`src/hw/chain_link_pkg.sv`:
```
package chain_link_pkg;
   // =====================================================
   // Frame layout and timing
   localparam int WORD_BITS = 24;
   localparam int WORDS_PER_DEVICE = 6;
   localparam int DEVICE_BITS = WORD_BITS * WORDS_PER_DEVICE;
   localparam int CHAIN_DEVICES = 4;
   localparam int FRAME_BITS = DEVICE_BITS * CHAIN_DEVICES;
   localparam int OVERSAMPLING_RATIO = 256;
   localparam int SCLK_HALF_CYCLES = 2;
   localparam int BIT_CNT_W = 10;
   localparam int OSR_CNT_W = 9;
   localparam logic [15:0] STATUS_RESET = 16'h0000;
endpackage

```
`src/hw/chain_link_if.sv`:
```
`timescale 1ns/100ps
`default_nettype none
// =====================================================
// Serial chain wiring between host and one device.
interface chain_link_if;
   logic sclk;
   logic mosi;
   logic frame_sync;
   logic chip_select_n;
   logic handoff_n;
   logic miso_o;
   logic miso_oe;
   logic external_clock_input;
   modport device_end (input sclk, input mosi, input frame_sync,
      input chip_select_n, input external_clock_input,
      output handoff_n, output miso_o, output miso_oe);
   modport host_end (output sclk, output mosi, output frame_sync,
      output chip_select_n, input miso_o, input miso_oe);
endinterface
`default_nettype wire

```
`src/hw/chain_device_end.sv`:
```
`timescale 1ns/100ps
`default_nettype none
// =====================================================
// One chained slave: shifts its frame, then hands off.
module chain_device_end
   import chain_link_pkg::*;
(
   input wire logic i_core_clk, // System clock.
   input wire logic i_rst, // Asynchronous reset.
   input wire logic i_clock_source_select, // 1 uses serial clock.
   input wire logic [DEVICE_BITS-1:0] i_frame_data, // Data to send.
   chain_link_if.device_end link, // Chain pins.
   output logic [WORD_BITS-1:0] o_command, // First command word of its slot.
   output logic o_command_valid, // Command pulse.
   output logic o_sample_strobe // Output data rate pulse.
);
   logic [2:0] sclk_s, cs_s, sync_s, ext_s;
   logic [1:0] mosi_s;
   logic [BIT_CNT_W-1:0] bit_cnt, next_bit_cnt;
   logic [DEVICE_BITS-1:0] shreg, next_shreg;
   logic [WORD_BITS-1:0] rx, next_rx;
   logic done, next_done;
   logic [OSR_CNT_W-1:0] osr_cnt, next_osr_cnt;
   logic mod_tick, sclk_rise, counting, selected, sync_edge;

   // Two-stage synchronisers, third stage for edge detection.
   always_ff @(posedge i_core_clk or posedge i_rst)
   begin
      if (i_rst)
      begin
         sclk_s <= 3'h0; cs_s <= 3'h7; sync_s <= 3'h7;
         ext_s <= 3'h0; mosi_s <= 2'h0;
      end
      else
      begin
         sclk_s <= {sclk_s[1:0], link.sclk};
         cs_s <= {cs_s[1:0], link.chip_select_n};
         sync_s <= {sync_s[1:0], link.frame_sync};
         ext_s <= {ext_s[1:0], link.external_clock_input};
         mosi_s <= {mosi_s[0], link.mosi};
      end
   end

   assign sclk_rise = sclk_s[1] & ~sclk_s[2];
   assign selected = ~cs_s[1] & ~done;
   // A rise seen in the same cycle as the select is ignored.
   // The host counts no rise launched before it selected us.
   assign counting = selected & ~cs_s[2];
   assign sync_edge = ~sync_s[1] & sync_s[2];
   // Modulator tick from either clock source.
   assign mod_tick = i_clock_source_select ? sclk_rise :
                     (ext_s[1] & ~ext_s[2]);

   // Shift, command capture, hand-off and rate divider.
   always_comb
   begin
      next_bit_cnt = bit_cnt;
      next_shreg = shreg;
      next_rx = rx;
      next_done = done;
      next_osr_cnt = osr_cnt;
      if (cs_s[1])
      begin
         next_bit_cnt = '0;
         next_done = 1'b0;
         next_shreg = i_frame_data;
      end
      else if (counting && sclk_rise)
      begin
         // Capture the command bit, then present the next data bit.
         next_rx = {rx[WORD_BITS-2:0], mosi_s[1]};
         next_shreg = {shreg[DEVICE_BITS-2:0], 1'b0};
         next_bit_cnt = bit_cnt + 1'b1;
         if (bit_cnt == BIT_CNT_W'(DEVICE_BITS - 1))
            next_done = 1'b1;
      end
      if (sync_edge)
         next_osr_cnt = '0;
      else if (mod_tick)
         next_osr_cnt = (osr_cnt == OSR_CNT_W'(OVERSAMPLING_RATIO - 1)) ?
                        '0 : osr_cnt + 1'b1;
   end

   always_ff @(posedge i_core_clk or posedge i_rst)
   begin
      if (i_rst)
      begin
         bit_cnt <= '0; shreg <= '0; rx <= '0;
         done <= 1'b0; osr_cnt <= '0;
         o_command <= '0; o_command_valid <= 1'b0;
         o_sample_strobe <= 1'b0;
      end
      else
      begin
         bit_cnt <= next_bit_cnt; shreg <= next_shreg; rx <= next_rx;
         done <= next_done; osr_cnt <= next_osr_cnt;
         o_command_valid <= counting && sclk_rise &&
                            bit_cnt == BIT_CNT_W'(WORD_BITS - 1);
         if (counting && sclk_rise && bit_cnt == BIT_CNT_W'(WORD_BITS - 1))
            o_command <= {rx[WORD_BITS-2:0], mosi_s[1]};
         o_sample_strobe <= mod_tick &&
                            osr_cnt == OSR_CNT_W'(OVERSAMPLING_RATIO - 1);
      end
   end

   // Hand-off low selects next device once this one is done.
   assign link.handoff_n = ~(~cs_s[1] & done);
   assign link.miso_o = shreg[DEVICE_BITS-1];
   assign link.miso_oe = selected;
endmodule
`default_nettype wire

```
`src/flat_wrapper.sv`:
```
// flat-port wrapper written by rule: the top's interface ports become plain ports
module chain_device_end_flat import chain_link_pkg::*;
  (i_core_clk, i_rst, i_clock_source_select, i_frame_data, o_command, o_command_valid, o_sample_strobe, link_sclk, link_mosi, link_frame_sync, link_chip_select_n, link_external_clock_input, link_handoff_n, link_miso_o, link_miso_oe);
  chain_link_if link_i ();
  input wire logic i_core_clk;
  input wire logic i_rst;
  input wire logic i_clock_source_select;
  input wire logic [DEVICE_BITS-1:0] i_frame_data;
  output logic [WORD_BITS-1:0] o_command;
  output logic o_command_valid;
  output logic o_sample_strobe;
  input wire logic [$bits(link_i.sclk)-1:0] link_sclk;
  input wire logic [$bits(link_i.mosi)-1:0] link_mosi;
  input wire logic [$bits(link_i.frame_sync)-1:0] link_frame_sync;
  input wire logic [$bits(link_i.chip_select_n)-1:0] link_chip_select_n;
  input wire logic [$bits(link_i.external_clock_input)-1:0] link_external_clock_input;
  output wire logic [$bits(link_i.handoff_n)-1:0] link_handoff_n;
  output wire logic [$bits(link_i.miso_o)-1:0] link_miso_o;
  output wire logic [$bits(link_i.miso_oe)-1:0] link_miso_oe;
  assign link_i.sclk = link_sclk;
  assign link_i.mosi = link_mosi;
  assign link_i.frame_sync = link_frame_sync;
  assign link_i.chip_select_n = link_chip_select_n;
  assign link_i.external_clock_input = link_external_clock_input;
  assign link_handoff_n = link_i.handoff_n;
  assign link_miso_o = link_i.miso_o;
  assign link_miso_oe = link_i.miso_oe;
  chain_device_end u_core (.i_core_clk(i_core_clk), .i_rst(i_rst), .i_clock_source_select(i_clock_source_select), .i_frame_data(i_frame_data), .link(link_i), .o_command(o_command), .o_command_valid(o_command_valid), .o_sample_strobe(o_sample_strobe));
endmodule
```
`config.mk`:
```
export PLATFORM = sky130hd
export DESIGN_NAME = chain_device_end_flat
export DESIGN_NICKNAME = d
export VERILOG_FILES = /design/src/hw/chain_link_pkg.sv /design/src/hw/chain_link_if.sv /design/src/hw/chain_device_end.sv /design/src/flat_wrapper.sv
export SDC_FILE = /design/constraint.sdc
export NUM_CORES = 1
export LEC_CHECK = 0
export BUFFER_PORTS_ARGS = -buffer_cell sky130_fd_sc_hd__buf_4
export CAP_MARGIN = 15
export CORE_ASPECT_RATIO = 0.8
export CORE_MARGIN = 1.5
export CORE_UTILIZATION = 40
export CTS_CLUSTER_DIAMETER = 50
export DETAILED_ROUTE_END_ITERATION = 8
export HOLD_SLACK_MARGIN = 0.02
export MAX_ROUTING_LAYER = met4
export PLACE_DENSITY = 0.75
export SLEW_MARGIN = 20
export SYNTH_ARGS = -nofsm -noshare
export SYNTH_HDL_FRONTEND = slang
export SYNTH_SLANG_ARGS = --single-unit
```
`constraint.sdc`:
```
create_clock -name i_core_clk -period 7.99 [get_ports i_core_clk]
set_input_delay 1.598 -clock i_core_clk [delete_from_list [all_inputs] [get_ports i_core_clk]]
set_output_delay 1.598 -clock i_core_clk [all_outputs]
set_load 0.05 [all_outputs]
```
Word-level counts from Yosys, hierarchy flattened:

Cells that the tools add are included.

* register bits: 227
* input bits: 152

* $add $sub $neg: 2
* equality and inequality tests: 3
* mux-type cells: 11
* bitwise operators: 13
* reductions and logical operators: 8

Operators by type and width (number)
* $mux 144: 2
* $mux 9: 3
* $mux 10: 2
* $add 10x1->10 const B: 1
* $eq 10x5->1 const B: 1
* $eq 10x8->1 const B: 1
* $add 9x1->9 const B: 1
* $eq 9x8->1 const B: 1
* $not 1->1: 7
* $and 1x1->1: 6
* $reduce_bool 2->1: 3
* $mux 1: 4
* $reduce_and 2->1: 2
* $logic_and 1x1->1: 3

Logic depth before layout (Yosys ltp):

Gate-level depths: netlist of the first run.

* depth after elaboration: 6
* gate-level depth with buffers: 7
* gate-level depth less buffers: 5

Worst setup path after synthesis of the first run:

Ideal clock, no wire load.

* kind: register to output
* start: register u_core.cs_s[1]
* end: output link_miso_oe
* data arrival time: 1.615 ns
* required time: 6.392 ns
* slack: 4.777 ns
* stages on the path, launching flop included: 5
* cell sequence: dfstp_2 clkbuf_1 clkbuf_1 buf_1 nor2_1

* longest elaborated chain between the ends: 2

Ends and longest elaborated chain
* start: declaration: line chain_device_end.sv:17 `logic [2:0] sclk_s, cs_s, sync_s, ext_s;`
* start signal: assignment: line chain_device_end.sv:37 `cs_s <= {cs_s[1:0], link.chip_select_n};`
* $not 1->1 (no source line)
* $and 1x1->1: line chain_device_end.sv:45 `assign selected = ~cs_s[1] & ~done;`
* end: declaration: line flat_wrapper.sv:19 `output wire logic [$bits(link_i.miso_oe)-1:0] link_miso_oe;`

Every way passes these cells.

Worst setup path after layout of the first run:

* start: register u_core.cs_s[1]
* end: register u_core.bit_cnt[5]

* longest elaborated chain between the ends: 5
* elaborated cells on any way between the ends: 6

Ends and longest elaborated chain
* $not 1->1 (no source line)
* $and 1x1->1: line chain_device_end.sv:45
* $and 1x1->1: line chain_device_end.sv:48 `assign counting = selected & ~cs_s[2];`
* $logic_and 1x1->1: line chain_device_end.sv:68 `else if (counting && sclk_rise)`
* $reduce_bool 2->1 (no source line)
* end signal: assignment: line chain_device_end.sv:95 `bit_cnt <= next_bit_cnt; shreg <= next_shreg; rx <= next_rx;`
* end: declaration: line chain_device_end.sv:19 `logic [BIT_CNT_W-1:0] bit_cnt, next_bit_cnt;`

Several ways; a longest one is shown, not always the timed one.
A chain may end at the register's enable or synchronous reset.

==> implementation parameters, run 1 <==
Parameter                              Value

Logic synthesis
  Number of flops mapped to enable cells by yosys    0
  Instance count of the mapped netlist    857
  Total of flip-flops plus latches after synthesis    227
  Post-synth ARST share    1.00
  Synthesis Warnings    0
  Register area share after synthesis    0.615
  Combined area of all synthesized cells    9250 um^2
  Flip-flop cell with the highest count after synthesis    sky130_fd_sc_hd__dfrtp_1
  Synthesized area divided by synthesized cell count    10.8 um^2
  Total nets after synthesis    1,011
  Post-synth cell types    42

Floorplan
  Number of top-level pins    181
  Die width    173 um
  DIE AREA    24,000 um^2
  # rows    49
  Die Y-Extent    139 um
  Starting Density    0.410
  Core area    22,600 um^2

Worst setup path
  Maximum fanout along the worst path    90
  Critical path's slowest cell    sky130_fd_sc_hd__buf_4
  WP buf/inv    2
  Peak per-stage delay on the critical path    0.78 ns
  Nature of the critical path endpoint    flop
  Largest delay contributor family on the critical path    buffers and inverters
  Setup CP Type    flop to flop
  Data arrival at the endpoint of the critical path    4.13 ns
  Chain of cells forming the critical path    or4b_1, nor2_4, buf_4, buf_4, nand4_1, mux2i_1
  Cell repeated most along the worst path    sky130_fd_sc_hd__buf_4
  Element type at the critical path start    flop
  CP Data Required Time    8.38 ns

Timing
  Worst slew margin    0.289
  Final worst hold slack    0.348 ns
  Max Clock Freq    0.267 GHz
  Worst path setup slack after routing    4.25 ns
  Worst Tran Pin Value    1.07 ns
  Fin Setup TNS    0 ns
  Clock skew    0.00842 ns
  Final worst-path cycle share    0.468
  Hold Vio Cnt, Final    0
  Count of pins over their slew limit    0
  Setup-failing EPs final    0
  Shortest period the worst path allows    3.74 ns
  Unrepaired setup endpoints after global routing    no

Drt
  Total wire length    20.7 mm
  1st-pass router iterations    5
  Residual DRC count    0
  Vias    6,832
  First-iteration detailed-routing DRC count    480
  Detailed-route wire length per cell    15.5 um
  Number of nets with antenna violations after routing    0
  Average via count per standard cell    5.11

Power and ir drop
  Sw Ratio    0.240
  Largest voltage drop on the vdd net    0.183 mV
  Cell-internal power    2030 uW
  Power density over the cells    230 nW/um^2
  Part of the total power dissipated in combinational logic    0.085
  Part of the total power dissipated in sequential elements    0.488
  Switching power of the nets    642 uW
  Portion of total power attributed to the clock network    0.427
  Leakage power summed over all cells    0.00574 uW

CTS
  Latest clock arrival within the worst-skew pair    0.51 ns
  Count of cells resized by post-cts repair    0
  Maximum level of the CTS H-tree    1
  Clock transition at the registers of the reported paths    0.06 ns
  Setup bufs post-CTS    0
  Maximum root-to-sink buffer count    3
  Clock tree from TritonCTS    yes
  Clk Tree Root Cell    sky130_fd_sc_hd__clkbuf_16
  Sink Count    227
  Count of hold buffers inserted by post-cts repair    0
  TritonCTS buffer count    25

Finish
  Total non-filler cell area in the finished layout    11,600 um^2
  Number of nets in the layout    1,169
  Area growth from synthesis to layout    25.7%
  Count of filler cells inserted in the layout    1,988
  Proportion of layout cells with a drive suffix above 1    0.258
  Post-route insts no fill    1,338

Placed design
  Instance count after placement with tap cells included    1,294
  Placed cell areas    10,800 um^2
  Hpwl dp    12.8 mm
  Setup slack after placement    4.34 ns
  Final Wtd Congestion    0.792
  Number of I/O port buffers    180

Global routing
  First-pass GRT wire length    33.9 mm
  Largest net degree at the start of global routing    147
  Vias in the first global route    6,574
  Total Routing Usage GR    0.176
  Total overflow reported by the global router    0
  Antenna violations before repair    1

Worst hold path
  Min-Delay Path Class    flop to flop

Flow run
  Number of max-cap violations    0

Run status
  Outcome    finished, final reports clean
==> cells by family after synthesis <==
logic type | Yosys count | synth area share
AO/OA/AOI/OAI | 158 | 0.125
flip-flops | 227 | 0.615
buffers and inverters | 59 | 0.0280
AND/OR/NAND/NOR | 346 | 0.154
adder cells (fa/ha/maj) | 2 | 0.00271
multiplexers | 54 | 0.0649
XOR/XNOR | 11 | 0.0104
==> layout make-up <==
| type | count | area [um^2] | area share |
|---|---|---|---|
| multi-input cells | 571 | 3310 | 0.285 |
| clock buffers | 33 | 696 | 0.0598 |
| flip-flops and latches | 227 | 5690 | 0.489 |
| clock inverters | 10 | 120 | 0.0103 |
| diodes | 1 | 2.50 | 0.000215 |
| inverters | 4 | 22.5 | 0.00194 |
| repair buffers | 186 | 1400 | 0.120 |
| well taps | 306 | 383 | 0.0329 |
==> state kept, by name (all words and copies together) (netlist names) <==
register,cells
u_core.bit_cnt,10
u_core.sync_s,3
u_core.ext_s,3
u_core.rx,23
u_core.shreg,144
u_core.o_command,24
u_core.osr_cnt,9
u_core.o_command_valid,1
u_core.done,1
u_core.mosi_s,2
u_core.cs_s,3
u_core.o_sample_strobe,1
u_core.sclk_s,3
==> cell usage after synthesis, types with 6 or more instances <==
master | number | share of area
sky130_fd_sc_hd__nand2_1 | 292 | 0.12
sky130_fd_sc_hd__dfrtp_1 | 221 | 0.60
sky130_fd_sc_hd__a22oi_1 | 140 | 0.11
sky130_fd_sc_hd__clkbuf_1 | 33 | 0.013
sky130_fd_sc_hd__mux2_2 | 29 | 0.035
sky130_fd_sc_hd__mux2_1 | 19 | 0.023
sky130_fd_sc_hd__buf_2 | 15 | 0.0081
sky130_fd_sc_hd__nor2_1 | 15 | 0.0061
sky130_fd_sc_hd__xnor2_1 | 8 | 0.0076
sky130_fd_sc_hd__o21ai_0 | 7 | 0.0038
sky130_fd_sc_hd__a21oi_1 | 6 | 0.0032
sky130_fd_sc_hd__dfstp_2 | 6 | 0.017
sky130_fd_sc_hd__mux2i_1 | 6 | 0.0065
==> power groups by stage <==
stage          clock network (uW)  logic (uW)  registers [uW]
2_1_floorplan                   0         141            1300
3_3_place_gp                    0         222            1320
4_1_cts                      1180         232            1300
3_5_place_dp                    0         229            1320
5_1_grt                      1220         259            1320
6_report                     1140         227            1300
==> path summary, 6_finish.rpt <==
path / start / to / slack [ns] / depth (start not counted)
worst max-delay path: u_core.cs_s[1] / u_core.bit_cnt[5] / 4.25 / 6
worst min-delay path: u_core.mosi_s[0] / u_core.mosi_s[1] / 0.35 / 0
worst max register to register: u_core.cs_s[1] / u_core.bit_cnt[5] / 4.25 / 6
worst min register to register: u_core.mosi_s[0] / u_core.mosi_s[1] / 0.35 / 0
max in group asynchronous: i_rst / u_core.o_command[10] / 5.32 / 3
min in group asynchronous: i_rst / u_core.shreg[105] / 1.25 / 2
==> routing by layer <==
layer	wire, um	up-vias	global-route usage	share of wire
met3	1250	33	0.0408	0.060
met4	403	0	0.0389	0.019
met5	0	-	-	0
met1	9660	3335	0.245	0.47
li1	-	3279	-	-
met2	9420	185	0.261	0.45
==> through the flow <==
step | util | total power [uW]
2_1_floorplan | - | 1440
3_3_place_gp | 0.479 | 1540
3_5_place_dp | 0.479 | 1550
4_1_cts | 0.515 | 2710
5_1_grt | 0.515 | 2790
6_report | 0.515 | 2670
==> worst reg2reg max path: stages (launching register included) <==
cell                      delay, ns
sky130_fd_sc_hd__dfstp_4       0.65
sky130_fd_sc_hd__or4b_1        0.75
sky130_fd_sc_hd__nor2_4        0.13
sky130_fd_sc_hd__buf_4         0.76
sky130_fd_sc_hd__buf_4         0.87
sky130_fd_sc_hd__nand4_1       0.30
sky130_fd_sc_hd__mux2i_1       0.16
==> cells in the final DEF, fill, tap and decap left out, types with 4 or more instances in the layout <==
cell	instances
sky130_fd_sc_hd__buf_4	185
sky130_fd_sc_hd__dfstp_2	5
sky130_fd_sc_hd__clkbuf_16	25
sky130_fd_sc_hd__nand2_1	292
sky130_fd_sc_hd__o21ai_0	7
sky130_fd_sc_hd__nand3_1	4
sky130_fd_sc_hd__mux2_2	29
sky130_fd_sc_hd__nor2_1	15
sky130_fd_sc_hd__dfrtp_1	221
sky130_fd_sc_hd__a21oi_1	5
sky130_fd_sc_hd__inv_6	4
sky130_fd_sc_hd__xnor2_1	8
sky130_fd_sc_hd__mux2i_1	6
sky130_fd_sc_hd__a22oi_1	140
sky130_fd_sc_hd__clkbuf_8	4
sky130_fd_sc_hd__nand4_1	4
sky130_fd_sc_hd__clkbuf_1	4
sky130_fd_sc_hd__mux2_1	19
(Power assumes the default switching activity.)
==> inputs of run 2 (changes only) <==
PLACE_DENSITY = 0.73   (was 0.75)
clock period = 3.7 ns   (was 7.99 ns; I/O delays follow)
==> run 2 against run 1 <==
  * Final cell count increased by 0.37%
  * Sequential power increased by 120%
  * Combinational power increased by 120%
==> implementation parameters, run 2 (same netlist as run 1, synthesis figures left out) <==
Parameter                              Value

Finish
  Area growth from synthesis to layout    26.9%
  Max reg flops    144
  Post-route insts no fill    1,343
  Number of nets in the layout    1,173
  Proportion of layout cells with a drive suffix above 1    0.257
  Most common cell after layout, fill and taps aside    sky130_fd_sc_hd__nand2_1
  Most frequent cells in the layout    292 x sky130_fd_sc_hd__nand2_1, 221 x sky130_fd_sc_hd__dfrtp_1, 185 x sky130_fd_sc_hd__buf_4
  Number of diodes    0
  Reg with most FFs    u_core.shreg
  Leading registers by flop count    u_core.shreg x144, u_core.o_command x24, u_core.rx x23

Drt
  Met1 layer wirelength in the final routing    9.69 mm
  Routed length on met2    8.86 mm
  First-iteration detailed-routing DRC count    445
  Routed wl met3    1.40 mm
  Total wire length    20.4 mm
  Vias    6,830
  Top routing layer in use    met4
  Residual DRC count    0
  1st-pass router iterations    5
  Average via count per standard cell    5.09
  Number of nets with antenna violations after routing    0
  Detailed-route wire length per cell    15.2 um

Worst setup path
  CP Data Required Time    2.96 ns
  Data arrival at the endpoint of the critical path    1.96 ns
  Nature of the critical path endpoint    output pin
  Maximum fanout along the worst path    68
  Element type at the critical path start    flop
  Setup CP Type    flop to output pin

Timing
  Max Clock Freq    0.370 GHz
  Hold Vio Cnt, Final    0
  Final worst-path cycle share    0.731
  Setup-failing EPs final    0
  Unrepaired setup endpoints after global routing    no
  Worst Tran Pin Value    1.01 ns
  Worst path setup slack after routing    0.996 ns
  Clock skew    0.00624 ns
  Count of pins over their slew limit    0
  Shortest period the worst path allows    2.70 ns
  Worst slew margin    0.325

CTS
  Maximum root-to-sink buffer count    3
  Clock tree from TritonCTS    yes
  Count of cells resized by post-cts repair    0
  Clock transition at the registers of the reported paths    0.06 ns
  Setup bufs post-CTS    0
  Maximum level of the CTS H-tree    1
  Count of hold buffers inserted by post-cts repair    0
  Sink Count    227
  Clk Tree Root Cell    sky130_fd_sc_hd__clkbuf_16
  Latest clock arrival within the worst-skew pair    0.52 ns
  TritonCTS buffer count    26

Placed design
  Setup slack after placement    0.992 ns
  Instance count after placement with tap cells included    1,297
  Final Wtd Congestion    0.750
  Number of I/O port buffers    180
  Hpwl dp    12.7 mm

Power and ir drop
  Leakage power summed over all cells    0.00578 uW
  Largest voltage drop on the vdd net    0.390 mV
  Portion of total power attributed to the clock network    0.434
  Part of the total power dissipated in combinational logic    0.085
  Sw Ratio    0.234
  Cell-internal power    4480 uW
  Power density over the cells    499 nW/um^2
  Switching power of the nets    1370 uW
  Part of the total power dissipated in sequential elements    0.481

Run status
  Outcome    finished, final reports clean

Global routing
  Vias in the first global route    6,497
  Total overflow reported by the global router    0
  Antenna violations before repair    0
  First-pass GRT wire length    33.4 mm
  Total Routing Usage GR    0.173
  Largest net degree at the start of global routing    153

Flow run
  Number of max-cap violations    0

Floorplan
  # rows    49
  DIE AREA    24,000 um^2
  Core area    22,600 um^2
  Starting Density    0.410
  Die Y-Extent    139 um
  Die width    173 um
  Number of top-level pins    181

Worst hold path
  Min-Delay Path Class    primary input to flop
==> run 2: changes by cell type in the layout (fill, tap and decap cells not counted), sizes merged <==
| cell | delta |
|---|---|
| inv | -4 |
| clkbuf | +6 |
| buf | +3 |
| diode | -1 |
| clkinvlp | +1 |
==> run 2: worst max-delay path, stage by stage, from the launching register on <==
cell	delay, ns
sky130_fd_sc_hd__dfstp_4	1.01
sky130_fd_sc_hd__nand2b_1	0.23
sky130_fd_sc_hd__buf_4	0.21
==> run 2: per-stage QoR <==
| stage | hold slack (ns) | instance area [um^2] | setup TNS (ns) | power, uW | utilization |
|---|---|---|---|---|---|
| finish | 0.330 | 11700 | 0 | 5860 | 0.520 |
| global route | 0.305 | 11700 | 0 | 6120 | 0.520 |
| CTS | 0.304 | 11700 | 0 | 5940 | 0.520 |
| detailed placement | 0.336 | 10900 | 0 | 3360 | 0.482 |
| global placement | 0.334 | 10900 | 0 | 3340 | 0.482 |
| floorplan | 0.331 | 9250 | -0.241 | 3120 | - |
==> run 2: layer usage <==
| metal | GRT usage | vias up |
|---|---|---|
| met5 | - | - |
| met4 | 0.0449 | 0 |
| met3 | 0.0436 | 32 |
| li1 | - | 3286 |
| met2 | 0.246 | 191 |
| met1 | 0.246 | 3321 |
==> run 2: power groups by stage <==
stage	clock [uW]	combinational, uW	sequential (uW)
6_report	2540	495	2820
5_1_grt	2710	566	2840
4_1_cts	2620	507	2820
3_5_place_dp	0	505	2850
3_3_place_gp	0	491	2850
2_1_floorplan	0	304	2810
==> run 2: final timing paths <==
path	from	to	slack (ns)	cells after the start
hold / removal	link_frame_sync	u_core.sync_s[0]	0.33	1
setup reg to reg	u_core.cs_s[1]	u_core.rx[11]	1.02	4
min in group asynchronous	i_rst	u_core.shreg[49]	0.35	2
hold reg to reg	u_core.ext_s[0]	u_core.ext_s[1]	0.35	0
setup / recovery	u_core.cs_s[1]	link_handoff_n	1.0	2
max in group asynchronous	i_rst	u_core.shreg[119]	2.51	3
==> run 2: layout make-up <==
type	instances	area, um^2
clock buffer	39	761
clock inverter	7	96.3
fill	2034	10800
inverter	4	18.8
multi-input combinational	571	3310
sequential	227	5690
tap	306	383
timing repair buffer	189	1470
==> inputs of run 3 (changes only) <==
PLACE_DENSITY = 0.75   (was 0.73)
clock period = 2.2 ns   (was 3.7 ns; I/O delays follow)
==> run 3 against run 2 <==
  * Non-clock buffer count rose by 24
  * Setup slack lost 0.90 ns
  * Largest cell class unchanged
  * Hold slack got worse by 0.20 ns
  * Clock skew rose by 0.014 ns
  * Clock power increased by 87%
  * Global-route usage up 0.59 points
  * Critical path type is now flop to flop
  * Critical path depth grew 3
  * Die area unchanged
  * Core utilization up 1.9 points
  * Register-to-register slack worse by 0.93 ns
  * First-iteration DRC count is 22% higher
==> implementation parameters, run 3 (same netlist as run 1, synthesis figures left out) <==
Parameter                              Value

Placed design
  Hpwl dp    13.4 mm
  Final Wtd Congestion    0.779
  Instance count after placement with tap cells included    1,308
  Number of I/O port buffers    180

Floorplan
  Die Y-Extent    139 um
  DIE AREA    24,000 um^2
  # rows    49
  Die width    173 um
  Core area    22,600 um^2
  Number of top-level pins    181
  Starting Density    0.410

Flow run
  Number of max-cap violations    0

Worst hold path
  Instance count along the most critical hold path    3
  Min-Delay Path Class    primary input to flop
  Hold_sp    i_frame_data[3]
  Hold Path Sink    u_core.shreg[3]

CTS
  Maximum root-to-sink buffer count    3
  TritonCTS buffer count    26
  Clock transition at the registers of the reported paths    0.06 ns
  Maximum level of the CTS H-tree    1
  Clock tree from TritonCTS    yes
  Sink Count    227
  Latest clock arrival within the worst-skew pair    0.53 ns
  Clk Tree Root Cell    sky130_fd_sc_hd__clkbuf_16

Drt
  Number of nets with antenna violations after routing    0
  1st-pass router iterations    5
  Detailed-route wire length per cell    15.9 um
  Total wire length    21.8 mm
  Vias    7,032
  Top routing layer in use    met4
  Met1 layer wirelength in the final routing    10.3 mm
  Routed length on met2    9.91 mm
  Residual DRC count    0
  Routed wl met3    1.29 mm
  Average via count per standard cell    5.14
  First-iteration detailed-routing DRC count    543

Finish
  Reg with most FFs    u_core.shreg
  Count of filler cells inserted in the layout    1,978
  Proportion of layout cells with a drive suffix above 1    0.277
  Area growth from synthesis to layout    31.5%
  Number of diodes    0
  Area taken by multi-input logic gates    3320 um^2
  Area taken by flip-flops and latches    5690 um^2
  Max reg flops    144
  Number of nets in the layout    1,197
  Fraction of the core area covered by cells at the end of the flow    0.539
  Leading registers by flop count    u_core.shreg x144, u_core.o_command x24, u_core.rx x23
  Most frequent cells in the layout    292 x sky130_fd_sc_hd__nand2_1, 221 x sky130_fd_sc_hd__dfrtp_1, 194 x sky130_fd_sc_hd__buf_4
  Most common cell after layout, fill and taps aside    sky130_fd_sc_hd__nand2_1
  Post-route insts no fill    1,369

Power and ir drop
  Leakage power summed over all cells    0.00600 uW
  Largest voltage drop on the vdd net    0.546 mV
  Power density over the cells    852 nW/um^2
  Pwr Total    10,400 uW

Worst setup path
  Setup CP Type    flop to flop
  CP Data Required Time    2.61 ns
  Worst reg2reg setup slack    0.09 ns
  Logic depth of the worst register-to-register path    5
  Chain of cells forming the critical path    or4b_4, nor2_4, and4_4, clkbuf_16, mux2_2
  Nature of the critical path endpoint    flop
  Critical path's slowest cell    sky130_fd_sc_hd__or4b_4
  WP buf/inv    1
  Launch instance of the worst register-to-register path    u_core.cs_s[1]
  Largest delay contributor family on the critical path    simple AND/OR/NAND/NOR gates
  Element type at the critical path start    flop
  Data arrival at the endpoint of the critical path    2.52 ns
  Peak per-stage delay on the critical path    0.56 ns
  Reg-to-reg critical path endpoint    u_core.o_command[20]
  Maximum fanout along the worst path    12

Timing
  Clock skew    0.0204 ns
  Unrepaired setup endpoints after global routing    no
  Shortest period the worst path allows    2.11 ns
  Count of pins over their slew limit    0
  Final worst-path cycle share    0.958
  Hold Vio Cnt, Final    0
  Max Clock Freq    0.474 GHz
  Fin Setup TNS    0 ns
  Worst slew margin    0.600
  Worst Tran Pin Value    0.600 ns
  Setup-failing EPs final    0
  Final worst hold slack    0.126 ns

Global routing
  Largest net degree at the start of global routing    95
  Total Routing Usage GR    0.179
  Vias in the first global route    6,848
  First-pass GRT wire length    34.8 mm
  Total overflow reported by the global router    0
  Antenna violations before repair    0

Run status
  Outcome    finished, final reports clean
## run 3: cell types whose count changed in the layout (fill, tap and decap cells not counted), moves of 2 or more
cell / before / now
sky130_fd_sc_hd__buf_4: 185 / 194
sky130_fd_sc_hd__clkbuf_1: 8 / 3
sky130_fd_sc_hd__inv_6: 0 / 3
sky130_fd_sc_hd__bufinv_16: 2 / 5
sky130_fd_sc_hd__clkbuf_8: 4 / 6
sky130_fd_sc_hd__dlygate4sd3_1: 0 / 6
sky130_fd_sc_hd__clkbuf_16: 27 / 29
sky130_fd_sc_hd__buf_6: 0 / 3
sky130_fd_sc_hd__clkinvlp_4: 3 / 1
## run 3: layout make-up
class	instances	share of cell area
multi-input cells	571	0.273
clock inverters	13	0.0178
flip-flops and latches	227	0.468
inverters	4	0.00154
well taps	306	0.0315
clock buffers	35	0.0612
repair buffers	213	0.147
## run 3: worst min-delay path, stage by stage
cell and delay (ns):
sky130_fd_sc_hd__buf_4 0.08, sky130_fd_sc_hd__nand2_1 0.04, sky130_fd_sc_hd__o21ai_0 0.06
## run 3: power by group
part / total, uW / internal [uW] / switching, uW
Combinational: 900 / 445 / 455
Sequential: 4720 / 4520 / 202
Clock: 4740 / 2980 / 1760
## run 3: per-stage QoR
step	setup slack (ns)	area, um^2
6_report	0.0917	12200
5_1_grt	0.0219	12200
4_1_cts	0.00252	12100
3_5_place_dp	0.0401	11000
3_3_place_gp	0.0860	11000
2_1_floorplan	-1.20	9250
## run 3: worst max path at each step
stage                           endpoint  cells past startpoint  slack (ns)            from
CTS                     u_core.shreg[95]                      6       0.003  u_core.cs_s[1]
global placement        u_core.shreg[91]                      6        0.09  u_core.cs_s[1]
floorplan              u_core.bit_cnt[0]                      1       -1.20           i_rst
global route        u_core.o_command[14]                      5        0.02  u_core.cs_s[1]
detailed placement      u_core.shreg[95]                      6        0.04  u_core.cs_s[1]
finish              u_core.o_command[20]                      5        0.09  u_core.cs_s[1]
## run 3: per-layer routing
layer  track usage  vias to the layer above
li1              -                     3346
met1         0.247                     3463
met2         0.269                      193
met3        0.0422                       30
met4        0.0371                        0
met5             -                        -
## run 3: timing repair
action	CTS	global route
cloned	1	3
pin swaps	0	1
resized for setup	4	7
hold buffers	6	0
buffers inserted	0	3
endpoints found under the setup margin	2	100
endpoints found under the hold margin	10	0
